===== src/fepc_pkg.sv =====
// Package: register map, keys, command codes and timing for flash control
package fepc_pkg;
    // Register byte offsets on the AXI4-Lite slave
    localparam logic [7:0] OFS_MODE      = 8'h00;
    localparam logic [7:0] OFS_COMMIT    = 8'h04;
    localparam logic [7:0] OFS_MAP       = 8'h08;
    localparam logic [7:0] OFS_MAPCOMMIT = 8'h0c;
    localparam logic [7:0] OFS_CLK       = 8'h10;
    localparam logic [7:0] OFS_STATUS    = 8'h14;
    // Keys and trigger values
    localparam logic [7:0] KEY_MODE      = 8'hd5;
    localparam logic [7:0] KEY_MAP       = 8'hd4;
    localparam logic [7:0] CLK_RST_VAL   = 8'h10;
    // Field layout of flash_mode_control and system_map_control
    localparam int         EXEC_LSB      = 5;
    localparam int         WIN_LSB       = 3;
    localparam int         BANK_BIT      = 2;
    localparam int         RAMCODE_BIT   = 2;
    localparam int         VECRAM_BIT    = 1;
    localparam logic [2:0] EXEC_ON       = 3'b101;
    localparam logic [2:0] EXEC_OFF      = 3'b010;
    localparam logic [1:0] WIN_INIT      = 2'b00;
    localparam logic [7:0] MODE_RST      = 8'h40;
    localparam logic [7:0] MAP_RST       = 8'h00;
    // Status register bits
    localparam int         STAT_BUSY     = 0;
    localparam int         STAT_VEC      = 1;
    localparam int         STAT_RAM      = 2;
    localparam int         STAT_EXEC     = 3;
    localparam int         STAT_UNSAFE   = 4;
    // Command sequence addresses and codes
    localparam logic [15:0] UNLOCK_A1    = 16'hf555;
    localparam logic [15:0] UNLOCK_A2    = 16'hfaaa;
    localparam logic [7:0]  UNLOCK_D1    = 8'haa;
    localparam logic [7:0]  UNLOCK_D2    = 8'h55;
    localparam logic [7:0]  CMD_ERASE    = 8'h80;
    localparam logic [7:0]  CMD_SECTOR   = 8'h30;
    localparam logic [7:0]  CMD_PROG     = 8'ha0;
    localparam int          TOGGLE_BIT   = 6;
    // Array operation lengths in clock cycles; AXI response codes
    localparam int          ERASE_CYC    = 20000;
    localparam int          PROG_CYC     = 100;
    localparam logic [1:0]  RESP_OKAY    = 2'b00;
    localparam logic [1:0]  RESP_SLVERR  = 2'b10;
    // Command sequence decoder states
    typedef enum logic [2:0] {
        SEQ_IDLE = 3'b000,
        SEQ_U1   = 3'b001,
        SEQ_U2   = 3'b010,
        SEQ_ERA  = 3'b011,
        SEQ_E1   = 3'b100,
        SEQ_E2   = 3'b101,
        SEQ_PRG  = 3'b110
    } fepc_seq_t;
endpackage : fepc_pkg


===== src/fepc_cmd_if.sv =====
// Interface: CPU flash writes toward the sequence decoder and its commands
`timescale 1ns/100ps
interface fepc_cmd_if;
    logic        en;
    logic        wr;
    logic [15:0] addr;
    logic [7:0]  data;
    logic        erase;
    logic        prog;
    logic [15:0] op_addr;
    logic [7:0]  op_data;
    modport src (output en, wr, addr, data,
                 input  erase, prog, op_addr, op_data);
    modport dec (input  en, wr, addr, data,
                 output erase, prog, op_addr, op_data);
endinterface : fepc_cmd_if


===== src/fepc_flash_ctrl.sv =====
// Top: flash erase and program control with AXI4-Lite registers
//
// The AXI4-Lite interface to the registers and the placing of the registers were decided locally.
`timescale 1ns/100ps
module fepc_flash_ctrl #(
    parameter int ERASE_CYCLES = fepc_pkg::ERASE_CYC,
    parameter int PROG_CYCLES  = fepc_pkg::PROG_CYC
) (
    input  wire logic        aclk,
    input  wire logic        aresetn,
    input  wire logic        ce,
    input  wire logic [7:0]  awaddr,
    input  wire logic        awvalid,
    output logic             awready,
    input  wire logic [31:0] wdata,
    input  wire logic [3:0]  wstrb,
    input  wire logic        wvalid,
    output logic             wready,
    output logic [1:0]       bresp,
    output logic             bvalid,
    input  wire logic        bready,
    input  wire logic [7:0]  araddr,
    input  wire logic        arvalid,
    output logic             arready,
    output logic [31:0]      rdata,
    output logic [1:0]       rresp,
    output logic             rvalid,
    input  wire logic        rready,
    input  wire logic        fl_wr,
    input  wire logic        fl_rd,
    input  wire logic [15:0] fl_addr,
    input  wire logic [7:0]  fl_wdata,
    output logic [7:0]       fl_rdata,
    output logic             fl_rvalid,
    input  wire logic [7:0]  arr_rdata,
    output logic             arr_erase,
    output logic             arr_prog,
    output logic [15:0]      arr_addr,
    output logic [7:0]       arr_wdata,
    output logic [1:0]       flash_window_select,
    output logic             array_bank_choice,
    output logic             ram_code_map,
    output logic             vectors_in_ram,
    output logic             sys_clk_reset,
    output logic             vec_unsafe
);
    import fepc_pkg::*;

    fepc_cmd_if cif ();

    logic [7:0]  mode_pend, mode_act, map_pend;
    logic [7:0]  next_mode_pend, next_mode_act, next_map_pend;
    logic        next_ram_code_map, next_vectors_in_ram, next_sys_clk_reset;
    logic        next_awready, next_wready, next_bvalid;
    logic        next_arready, next_rvalid;
    logic [1:0]  next_bresp, next_rresp;
    logic [31:0] next_rdata, rd_word;
    logic        wr_fire, rd_fire, wr_hit, rd_hit, exec_en;
    logic        busy, next_busy, toggle, next_toggle;
    logic [31:0] cnt, next_cnt;
    logic [7:0]  next_fl_rdata, wbyte;
    logic        next_fl_rvalid, next_arr_erase, next_arr_prog;
    logic        next_vec_unsafe;
    logic [15:0] next_arr_addr;
    logic [7:0]  next_arr_wdata;

    // Both channels are raised together, so one handshake edge covers both
    assign wr_fire = awvalid && awready && wvalid && wready && ce;
    assign rd_fire = arvalid && arready && ce;
    assign wbyte   = wdata[7:0];
    assign exec_en = mode_act[EXEC_LSB +: 3] == EXEC_ON;
    assign wr_hit  = awaddr == OFS_MODE || awaddr == OFS_COMMIT ||
                     awaddr == OFS_MAP || awaddr == OFS_MAPCOMMIT ||
                     awaddr == OFS_CLK;
    // Read decode must follow araddr, not the last write address
    assign rd_hit  = araddr == OFS_MODE || araddr == OFS_COMMIT ||
                     araddr == OFS_MAP || araddr == OFS_MAPCOMMIT ||
                     araddr == OFS_CLK || araddr == OFS_STATUS;

    // Decoder is held idle while disabled or an operation runs
    assign cif.en   = exec_en && !busy;
    assign cif.wr   = fl_wr;
    assign cif.addr = fl_addr;
    assign cif.data = fl_wdata;

    fepc_seq_decode u_dec (
        .aclk    (aclk),
        .aresetn (aresetn),
        .ce      (ce),
        .cif     (cif)
    );

    // Read mux; commit and clock registers are write-only and read zero
    always_comb begin
        rd_word = 32'h0000_0000;
        case (araddr)
            OFS_MODE:   rd_word[7:0] = mode_pend;
            OFS_MAP:    rd_word[7:0] = map_pend;
            OFS_STATUS: begin
                rd_word[STAT_BUSY]   = busy;
                rd_word[STAT_VEC]    = vectors_in_ram;
                rd_word[STAT_RAM]    = ram_code_map;
                rd_word[STAT_EXEC]   = exec_en;
                rd_word[STAT_UNSAFE] = vec_unsafe;
            end
            default:    rd_word = 32'h0000_0000;
        endcase
    end

    // AXI4-Lite channel control, one write and one read at a time
    always_comb begin
        next_awready = 1'b0;
        next_wready  = 1'b0;
        next_bvalid  = bvalid;
        next_bresp   = bresp;
        next_arready = 1'b0;
        next_rvalid  = rvalid;
        next_rdata   = rdata;
        next_rresp   = rresp;
        if (bvalid && bready) next_bvalid = 1'b0;
        if (awvalid && wvalid && !awready && !bvalid) begin
            next_awready = 1'b1;
            next_wready  = 1'b1;
        end
        if (wr_fire) begin
            next_bvalid = 1'b1;
            next_bresp  = wr_hit ? RESP_OKAY : RESP_SLVERR;
        end
        if (rvalid && rready) next_rvalid = 1'b0;
        if (arvalid && !arready && !rvalid) next_arready = 1'b1;
        if (rd_fire) begin
            next_rvalid = 1'b1;
            next_rdata  = rd_word;
            next_rresp  = rd_hit ? RESP_OKAY : RESP_SLVERR;
        end
    end

    always_ff @(posedge aclk) begin
        if (!aresetn) begin
            awready <= 1'b0;
            wready  <= 1'b0;
            bvalid  <= 1'b0;
            bresp   <= RESP_OKAY;
            arready <= 1'b0;
            rvalid  <= 1'b0;
            rdata   <= 32'h0000_0000;
            rresp   <= RESP_OKAY;
        end else if (ce) begin
            awready <= next_awready;
            wready  <= next_wready;
            bvalid  <= next_bvalid;
            bresp   <= next_bresp;
            arready <= next_arready;
            rvalid  <= next_rvalid;
            rdata   <= next_rdata;
            rresp   <= next_rresp;
        end
    end

    // Staged mode and map values; only the exact key moves them live
    always_comb begin
        next_mode_pend      = mode_pend;
        next_mode_act       = mode_act;
        next_map_pend       = map_pend;
        next_ram_code_map   = ram_code_map;
        next_vectors_in_ram = vectors_in_ram;
        next_sys_clk_reset  = 1'b0;
        if (wr_fire && wstrb[0]) begin
            case (awaddr)
                OFS_MODE:   next_mode_pend = wbyte;
                OFS_COMMIT: begin
                    if (wbyte == KEY_MODE) next_mode_act = mode_pend;
                end // Other values ignored
                OFS_MAP:    next_map_pend = wbyte;
                OFS_MAPCOMMIT: begin
                    if (wbyte == KEY_MAP) begin
                        next_ram_code_map   = map_pend[RAMCODE_BIT];
                        next_vectors_in_ram = map_pend[VECRAM_BIT];
                    end
                end
                OFS_CLK:    next_sys_clk_reset = wbyte == CLK_RST_VAL;
                default:    next_mode_pend = mode_pend;
            endcase
        end
    end

    always_ff @(posedge aclk) begin
        if (!aresetn) begin
            mode_pend      <= MODE_RST;
            mode_act       <= MODE_RST;
            map_pend       <= MAP_RST;
            ram_code_map   <= 1'b0;
            vectors_in_ram <= 1'b0;
            sys_clk_reset  <= 1'b0;
        end else if (ce) begin
            mode_pend      <= next_mode_pend;
            mode_act       <= next_mode_act;
            map_pend       <= next_map_pend;
            ram_code_map   <= next_ram_code_map;
            vectors_in_ram <= next_vectors_in_ram;
            sys_clk_reset  <= next_sys_clk_reset;
        end
    end
    // Window and bank follow the committed mode; 00 is the initial mapping
    assign flash_window_select = mode_act[WIN_LSB +: 2];
    assign array_bank_choice   = mode_act[BANK_BIT];

    // Array operation timer and toggle read; timer bounds the busy window
    always_comb begin
        next_busy       = busy;
        next_cnt        = cnt;
        next_toggle     = toggle;
        next_arr_erase  = cif.erase;
        next_arr_prog   = cif.prog;
        next_arr_addr   = arr_addr;
        next_arr_wdata  = arr_wdata;
        next_fl_rvalid  = fl_rd;
        next_fl_rdata   = fl_rdata;
        next_vec_unsafe = busy && !vectors_in_ram;
        if (busy) begin
            if (cnt == 32'h0000_0000) next_busy = 1'b0;
            else next_cnt = cnt - 32'h0000_0001;
        end
        if (cif.erase || cif.prog) begin
            next_busy      = 1'b1;
            next_cnt       = cif.erase ? 32'(ERASE_CYCLES - 1)
                                       : 32'(PROG_CYCLES - 1);
            next_arr_addr  = cif.op_addr;
            next_arr_wdata = cif.op_data;
        end
        if (fl_rd) begin
            next_fl_rdata = arr_rdata;
            if (busy) begin
                next_fl_rdata[TOGGLE_BIT] = toggle;
                next_toggle = !toggle;
            end
        end
    end

    always_ff @(posedge aclk) begin
        if (!aresetn) begin
            busy       <= 1'b0;
            cnt        <= 32'h0000_0000;
            toggle     <= 1'b0;
            arr_erase  <= 1'b0;
            arr_prog   <= 1'b0;
            arr_addr   <= 16'h0000;
            arr_wdata  <= 8'h00;
            fl_rvalid  <= 1'b0;
            fl_rdata   <= 8'h00;
            vec_unsafe <= 1'b0;
        end else if (ce) begin
            busy       <= next_busy;
            cnt        <= next_cnt;
            toggle     <= next_toggle;
            arr_erase  <= next_arr_erase;
            arr_prog   <= next_arr_prog;
            arr_addr   <= next_arr_addr;
            arr_wdata  <= next_arr_wdata;
            fl_rvalid  <= next_fl_rvalid;
            fl_rdata   <= next_fl_rdata;
            vec_unsafe <= next_vec_unsafe;
        end
    end
endmodule : fepc_flash_ctrl


===== src/fepc_seq_decode.sv =====
// Module: decoder of unlock, erase and program bus write sequences
`timescale 1ns/100ps
module fepc_seq_decode (
    input wire logic aclk,
    input wire logic aresetn,
    input wire logic ce,
    fepc_cmd_if.dec  cif
);
    import fepc_pkg::*;

    fepc_seq_t   state;
    fepc_seq_t   next_state;
    logic        next_erase;
    logic        next_prog;
    logic [15:0] next_addr;
    logic [7:0]  next_data;
    logic        unl1;
    logic        unl2;

    // Unlock writes carry the low byte of the other unlock address
    assign unl1 = cif.addr == UNLOCK_A1 && cif.data == UNLOCK_D1;
    assign unl2 = cif.addr == UNLOCK_A2 && cif.data == UNLOCK_D2;

    // Sequence walk; any stray write falls back to idle
    always_comb begin
        next_state = state;
        next_erase = 1'b0;
        next_prog  = 1'b0;
        next_addr  = cif.op_addr;
        next_data  = cif.op_data;
        if (!cif.en) begin
            next_state = SEQ_IDLE;
        end else if (cif.wr) begin
            case (state)
                SEQ_IDLE: next_state = unl1 ? SEQ_U1 : SEQ_IDLE;
                SEQ_U1:   next_state = unl2 ? SEQ_U2 : SEQ_IDLE;
                SEQ_U2: begin
                    next_state = SEQ_IDLE;
                    if (cif.addr == UNLOCK_A1 && cif.data == CMD_ERASE) begin
                        next_state = SEQ_ERA;
                    end else if (cif.addr == UNLOCK_A1 &&
                                 cif.data == CMD_PROG) begin
                        next_state = SEQ_PRG;
                    end
                end
                SEQ_ERA:  next_state = unl1 ? SEQ_E1 : SEQ_IDLE;
                SEQ_E1:   next_state = unl2 ? SEQ_E2 : SEQ_IDLE;
                SEQ_E2: begin
                    next_state = SEQ_IDLE;
                    if (cif.data == CMD_SECTOR) begin
                        next_erase = 1'b1;
                        next_addr  = cif.addr;
                    end
                end
                SEQ_PRG: begin
                    next_state = SEQ_IDLE;
                    next_prog  = 1'b1;
                    next_addr  = cif.addr;
                    next_data  = cif.data;
                end
                default:  next_state = SEQ_IDLE;
            endcase
        end
    end

    // Registers of the decoder
    always_ff @(posedge aclk) begin
        if (!aresetn) begin
            state       <= SEQ_IDLE;
            cif.erase   <= 1'b0;
            cif.prog    <= 1'b0;
            cif.op_addr <= 16'h0000;
            cif.op_data <= 8'h00;
        end else if (ce) begin
            state       <= next_state;
            cif.erase   <= next_erase;
            cif.prog    <= next_prog;
            cif.op_addr <= next_addr;
            cif.op_data <= next_data;
        end
    end
endmodule : fepc_seq_decode

===== config.mk =====
export PLATFORM = sky130hd
export DESIGN_NAME = fepc_flash_ctrl
export DESIGN_NICKNAME = d
export VERILOG_FILES = /design/src/fepc_pkg.sv /design/src/fepc_cmd_if.sv /design/src/fepc_flash_ctrl.sv /design/src/fepc_seq_decode.sv
export SDC_FILE = /design/constraint.sdc
export NUM_CORES = 1
export LEC_CHECK = 0
export ABC_CLOCK_PERIOD_IN_PS = 6600
export BUFFER_PORTS_ARGS = -buffer_cell sky130_fd_sc_hd__buf_2
export CORE_MARGIN = 5
export CORE_UTILIZATION = 55
export DETAILED_ROUTE_END_ITERATION = 16
export GPL_TIMING_DRIVEN = 0
export PLACE_DENSITY_LB_ADDON = 0.15
export SKIP_LAST_GASP = 1
export SLEW_MARGIN = 25
export SYNTH_ARGS = -nofsm -noshare
export SYNTH_HDL_FRONTEND = slang
export SYNTH_SLANG_ARGS = --single-unit

===== constraint.sdc =====
create_clock -name aclk -period 6.6 [get_ports aclk]
set_input_delay 0.99 -clock aclk [delete_from_list [all_inputs] [get_ports aclk]]
set_output_delay 0.99 -clock aclk [all_outputs]
set_load 0.05 [all_outputs]

==> results of run 1 <==
[state kept, by name, summed over array words and instances, names as in the netlist, 3 cells and up]
register           flops
arr_wdata              8
u_dec.cif.op_addr     16
rdata                  8
cnt                   32
arr_addr              16
mode_pend              8
fl_rdata               8
map_pend               8
mode_act               6
u_dec.state            3
u_dec.cif.op_data      8
[worst max-delay path: stages]
cell	delay, ns
buf_2	0.09
clkbuf_1	0.44
nand2_1	0.09
nor4_1	0.48
nand2_1	0.19
a21oi_2	0.46
buf_2	0.39
mux2i_1	0.24
nor2_1	0.05
[power groups by stage]
| stage | Combinational [W] | Clock, W | Sequential [W] |
|---|---|---|---|
| 6_report | 0.000137 | 0.000969 | 0.000840 |
| 3_3_place_gp | 0.000133 | 0 | 0.000858 |
| 5_1_grt | 0.000146 | 0.00102 | 0.000840 |
| 4_1_cts | 0.000135 | 0.000976 | 0.000840 |
| 3_5_place_dp | 0.000135 | 0 | 0.000858 |
| 2_1_floorplan | 0.0000748 | 0 | 0.000872 |
[routing by layer]
layer | wire length (microns) | vias to the layer above
li1 | - | 2850
met1 | 6900 | 2711
met2 | 8310 | 239
met3 | 1130 | 45
met4 | 451 | 0
met5 | 0 | -
[logic make-up (layout without fill, tap and decap cells)]
| kind of cell | Yosys count | count (layout) |
|---|---|---|
| simple gates | 329 | 329 |
| flops | 138 | 138 |
| compound gates | 133 | 133 |
| buf+inv | 73 | 228 |
| mux | 44 | 44 |
| xor+xnor | 13 | 13 |
| fa+ha+maj | 1 | 1 |
| other cells | 1 | 26 |
[stage by stage]
step | instances | hold WS, ns | instance area (sq um)
after detailed placement | 1020 | 0.443 | 7030
after global routing | 1052 | 0.466 | 7630
after CTS | 1052 | 0.452 | 7630
final | 1052 | 0.452 | 7630
after floorplan | 757 | 0.431 | 6220
after global placement | 1020 | 0.440 | 7010
[worst max path at each step]
| stage | start | endpoint | slack [ns] |
|---|---|---|---|
| 2_1_floorplan | fl_wdata[3] | u_dec.cif.op_addr[6] | 3.81 |
| 3_3_place_gp | ce | u_dec.cif.op_addr[6] | 3.16 |
| 3_5_place_dp | ce | u_dec.cif.op_addr[14] | 3.12 |
| 4_1_cts | ce | u_dec.cif.op_addr[14] | 3.66 |
| 5_1_grt | ce | u_dec.cif.op_addr[11] | 3.37 |
| 6_report | ce | u_dec.cif.op_addr[14] | 3.58 |
[cells in the mapped netlist (7+ instances only)]
master	instances	share of area, %
dfxtp_1	138	45
nand2_1	119	7.3
nor2_1	101	6.2
a21oi_1	67	5.5
mux2i_1	44	7.2
buf_4	31	3.8
clkbuf_1	28	1.7
o21ai_0	18	1.5
nor3_1	15	1.2
nor4_1	14	1.4
nand4_1	9	0.92
o21ai_1	9	0.74
or4_1	9	1.1
inv_1	8	0.49
nand3_1	8	0.65
xnor2_1	7	1.0
[layout make-up]
type	count	area (sq um)	share of cell area, %
Multi-Input combinational cell	546	3080	40.4
Clock buffer	20	435	5.71
Sequential cell	138	2760	36.2
Buffer	63	355	4.66
Clock inverter	12	164	2.15
Inverter	10	37.5	0.492
Tap cell	140	175	2.30
Timing Repair Buffer	123	616	8.07
==> reports/qor.yml, run 1 <==
global_route:
  grt_util_met2_pct: 43.8
  gr-total-overflow: 0
  grt_first_pass_wirelength_microns: 27200
  busiest_layer: "met2"
  grt_pass1_vias: 5789
  grtUsageMet1_pct: 31.2
  use_met3_pct: 6.06
  track_usage_pct: 25.6
  grt_antenna_before_repair: 0
  grt_max_degree: 17
pwr:
  power_frac_comb_pct: 7.0
  p_per_area_nw_per_um2: 255
  p_sw_share_pct: 24.5
  p_clk_share_pct: 49.8
  vdd_drop_max_v: 0.000190
  power_switching_w: 0.000477
  leakage_nw: 3.27
  internal_power_w: 0.00147
  total_power_w: 0.00195
  pwr-share-seq_pct: 43.2
synthesis:
  synthAdderAreaFrac_pct: 0.204
  synth_simple_gate_area_share_pct: 26.3
  ys_types: 58
  yosys_warnings: 0
  synth-xor-area-share_pct: 1.86
  synth.yosys.seq_area_share_pct: 45.1
  synth_compound_area_share_pct: 12.9
  muxShareOfSynthArea_pct: 7.19
  ys_ff_latch: 138
  synthCells: 732
  synth_ff_type: "dfxtp_1"
  synth_edf_count: 0
  postSynthAreaPerCell_sq_um: 8.37
  syn_area_sq_um: 6120
  synth_top_family_by_area: "simple AND/OR/NAND/NOR gates"
  async_flop_share_pct: 0
detailed_routing:
  wl_per_cell_microns: 16.0
  drtIter0Drc: 498
  num_vias: 5845
  vias_per_cell: 5.56
  drt.antenna.violating_nets: 0
  drc: 0
  dr.pass1.iters: 7
  routed_wl_microns: 16800
hold_path:
  min_to: "arr_addr[1]"
  min_path_cells: 2
  hold_class: "flip-flop to flip-flop"
  worstHoldStart: "arr_addr[1]"
clock_tree:
  cts_resized: 0
  clkTransAtPathRegs_ns: 0.06
  post_cts_buffers: 0
  clk_latency_ns: 0.54
  ctsHtreeMaxLevel: 4
  cts_hold_buf: 0
  clk_path_buf_depth: 2
  cts_tree: "built"
  clock-sinks: 138
  numCtsBuffers: 17
  cts-root-buf: "clkbuf_8"
timing:
  fmax_ghz: 0.331
  min_period_over_period_pct: 45.8
  finalCriticalPeriod_ns: 3.02
  slew_violations: 0
  finalSetupViolations: 0
  hold_viol: 0
  worst_pin_slew_ns: 0.825
  maxSlewHeadroom_pct: 44.7
  finClkSkew_ns: 0.00765
  rsz0062_at_grt: "no"
  setup_tns_ns: 0
  worst_slack_ns: 3.58
final_layout:
  layout_common_cells: "dfxtp_1, buf_2, nand2_1, nor2_1, a21oi_1"
  final_common_cell: "dfxtp_1"
  final_core_util_pct: 70.0
  final_nets: 994
  n_antenna_cell: 0
  syn2layout_area_growth_pct: 24.5
  drive_gt1_share_pct: 22.3
  fill_cells: 889
die:
  num_rows: 38
  die_height_microns: 116
  ios: 177
  die_w_microns: 116
  start_util_pct: 56.3
  core-area_sq_um: 10900
  dieArea_sq_um: 13300
critical_path:
  critical_path_arrival_ns: 3.44
  path_max_fanout: 10
  reg2reg_depth: 10
  r2r-end: "cnt[6]"
  r2r-start: "cnt[1]"
  crit_path_end_kind: "flip-flop"
  worstSetupPathType: "primary input to flip-flop"
  critPathRequiredTime_ns: 7.01
  start_kind: "primary input"
  rrSetupSlack_ns: 3.94
placement:
  post-place-ws_ns: 3.12
  dpl.hpwl_microns: 12300
  io_buffers: 123
  gp_congestion: 0.882
outcome:
  status: "complete, no violations"
flow_run:
  max-cap-violations: 0
No activity file was read; power rests on OpenSTA's default activity.
==> inputs of run 2 (changes only) <==
Settings changed: ABC_CLOCK_PERIOD_IN_PS 6600 to 3200, CORE_UTILIZATION 55 to 52.
Clock period 6.6 ns to 3.2 ns, I/O delays scaled along.
==> run 2 against run 1 <==
  * Sequential share of layout area grew 0.18 points
  * Critical path depth is the same
  * Final cell count grew 0.29%
  * First-iteration DRC count grew 3.8%
  * Global-route usage shrank 1.7 points
  * Power grew 98%
  * Sequential power grew 110%
  * Routed wire length grew 1.7%
  * Die area grew 5.3%
  * Non-clock buffer count is the same
==> reports/qor.yml, run 2 (same netlist as run 1, synthesis figures left out) <==
clock_tree:
  clk_latency_ns: 0.43  # -0.11 ns
  cts_resized: 0  # unchanged
  ctsHtreeMaxLevel: 4  # unchanged
  numCtsBuffers: 17  # unchanged
  post_cts_buffers: 0  # unchanged
  clk_path_buf_depth: 2  # unchanged
  cts_tree: "built"
  cts-root-buf: "clkbuf_16"
  cts_hold_buf: 0  # unchanged
  clock-sinks: 138  # unchanged
  clkTransAtPathRegs_ns: 0.06  # about the same
timing:
  hold_viol: 0  # unchanged
  worst_pin_slew_ns: 0.827  # +0.00221 ns
  finalCriticalPeriod_ns: 2.74
  slew_violations: 0  # unchanged
  min_period_over_period_pct: 85.7
  worst_slack_ns: 0.458  # -3.12 ns
  rsz0062_at_grt: "no"
  finalSetupViolations: 0  # unchanged
  fmax_ghz: 0.365
  finClkSkew_ns: 0.00446  # -0.00319 ns
  setup_tns_ns: 0  # unchanged
  maxSlewHeadroom_pct: 44.5  # -0.15 points
critical_path:
  r2r-end: "u_dec.cif.op_addr[9]"
  r2r-start: "busy"
  cpMaxStageDelayCell: "nor4_1"
  worstSetupPathType: "primary input to flip-flop"
  cp-endpoint: "u_dec.cif.op_addr[9]"
  critical_path_arrival_ns: 3.04  # -0.40 ns
  cp-startpoint: "ce"
  worstPathCellList: "buf_2 -> clkbuf_1 -> nand2_1 -> nor4_1 -> nand2_1 -> a21oi_2 -> buf_2 -> mux2i_1 -> nor2_1"
  rrSetupSlack_ns: 0.47  # -3.47 ns
  reg2reg_depth: 7  # -3
  path_max_fanout: 10  # unchanged
  crit_path_end_kind: "flip-flop"
  start_kind: "primary input"
  critPathMaxStageDelay_ns: 0.53  # +0.05 ns
  critPathRequiredTime_ns: 3.50  # -3.51 ns
global_route:
  gr-total-overflow: 0  # unchanged
  grt_antenna_before_repair: 0  # unchanged
  busiest_layer: "met2"
  grt_first_pass_wirelength_microns: 27500  # +1.1%
  use_met3_pct: 6.59  # +0.53 points
  grtUsageMet1_pct: 29.6  # -1.6 points
  track_usage_pct: 23.9  # -1.7 points
  grt_max_degree: 17  # unchanged
  grt_util_met2_pct: 40.0  # -3.8 points
  grt_pass1_vias: 5594  # -3.4%
die:
  start_util_pct: 53.4  # -2.8 points
  core-area_sq_um: 11500  # +5.3%
  dieArea_sq_um: 14000  # +5.3%
  num_rows: 39  # +2.6%
  die_height_microns: 119  # +2.6%
  ios: 177  # unchanged
  die_w_microns: 119  # +2.6%
placement:
  gp_congestion: 0.906  # +2.7%
  io_buffers: 123  # unchanged
  post-place-ws_ns: 0.115  # -3.01 ns
  dpl.hpwl_microns: 12600  # +2.4%
final_layout:
  layout_common_cells: "dfxtp_1, buf_2, nand2_1, nor2_1, a21oi_1"
  drive_gt1_share_pct: 22.3  # unchanged
  syn2layout_area_growth_pct: 23.9
  final_core_util_pct: 66.2  # -3.9 points
  regMostFlops: "cnt"
  final_common_cell: "dfxtp_1"
  fill_cells: 967  # +8.8%
  reg_top3: "cnt x32, arr_addr x16, u_dec.cif.op_addr x16"
  final_nets: 994  # unchanged
  largest_reg_flops: 32  # unchanged
  n_antenna_cell: 0  # unchanged
pwr:
  total_power_w: 0.00386  # +98%
  leakage_nw: 3.27  # -0.24%
  p_per_area_nw_per_um2: 509  # +99%
  vdd_drop_max_v: 0.000704  # +270%
detailed_routing:
  routed_wl_microns: 17100  # +1.7%
  drtIter0Drc: 517  # +3.8%
  dr.pass1.iters: 5  # -2
  num_vias: 5901  # +0.96%
  wl_per_cell_microns: 16.2  # +1.4%
  drt.antenna.violating_nets: 0  # unchanged
  drc: 0  # unchanged
  vias_per_cell: 5.59  # +0.67%
flow_run:
  max-cap-violations: 0  # unchanged
hold_path:
  hold_class: "primary input to flip-flop"
outcome:
  status: "complete, no violations"
## run 2: cell count changes in the layout (fill, tap and decap cells not counted), sizes merged
cell	before	now
clkbuf	48	49
clkinvlp	3	1
clkinv	4	11
bufinv	3	1
inv	12	8
## run 2: worst max-delay path: cells and delay by family
kind                   cells  cell delay [ns]
and+or+nand+nor            4             0.88
buffers and inverters      3             0.95
AOI/OAI and AO/OA          1             0.44
muxes                      1             0.27
## run 2: worst min path at each step
stage / start / endpoint / slack [ns] / cells after the start
finish: arr_rdata[2] / fl_rdata[2] / 0.29 / 3
global route: arr_rdata[0] / fl_rdata[0] / 0.29 / 3
CTS: arr_rdata[3] / fl_rdata[3] / 0.28 / 3
detailed placement: u_dec.cif.op_data[7] / arr_wdata[7] / 0.45 / 2
global placement: mode_pend[0] / mode_pend[0] / 0.44 / 2
floorplan: mode_pend[0] / mode_pend[0] / 0.43 / 2
## run 2: power breakdown
part,total (W),internal [W],switching (W)
combinational,0.000283,0.0000812,0.000201
sequential,0.00173,0.00173,0.00000598
clock,0.00185,0.00110,0.000742
## run 2: layout make-up
type	instances	area, sq um	share of cell area, %
Buffer	63	355	4.68
Clock buffer	21	460	6.07
Tap cell	143	179	2.36
Inverter	10	37.5	0.495
Multi-Input combinational cell	546	3080	40.6
Timing Repair Buffer	123	616	8.11
Clock inverter	11	97.6	1.29
Sequential cell	138	2760	36.4
## run 2: through the flow
step                      cell area [sq um]  hold WS, ns  instances
after CTS                              7590        0.284       1055
after detailed placement               7030        0.447       1023
after global placement                 7010        0.440       1023
final                                  7590        0.289       1055
after floorplan                        6220        0.431        757
after global routing                   7590        0.293       1055
## run 2: layer usage
metal | vias up | wire length [microns]
met5 | - | 0
met4 | 0 | 356
met3 | 30 | 1010
met2 | 201 | 8580
met1 | 2819 | 7120
li1 | 2851 | -
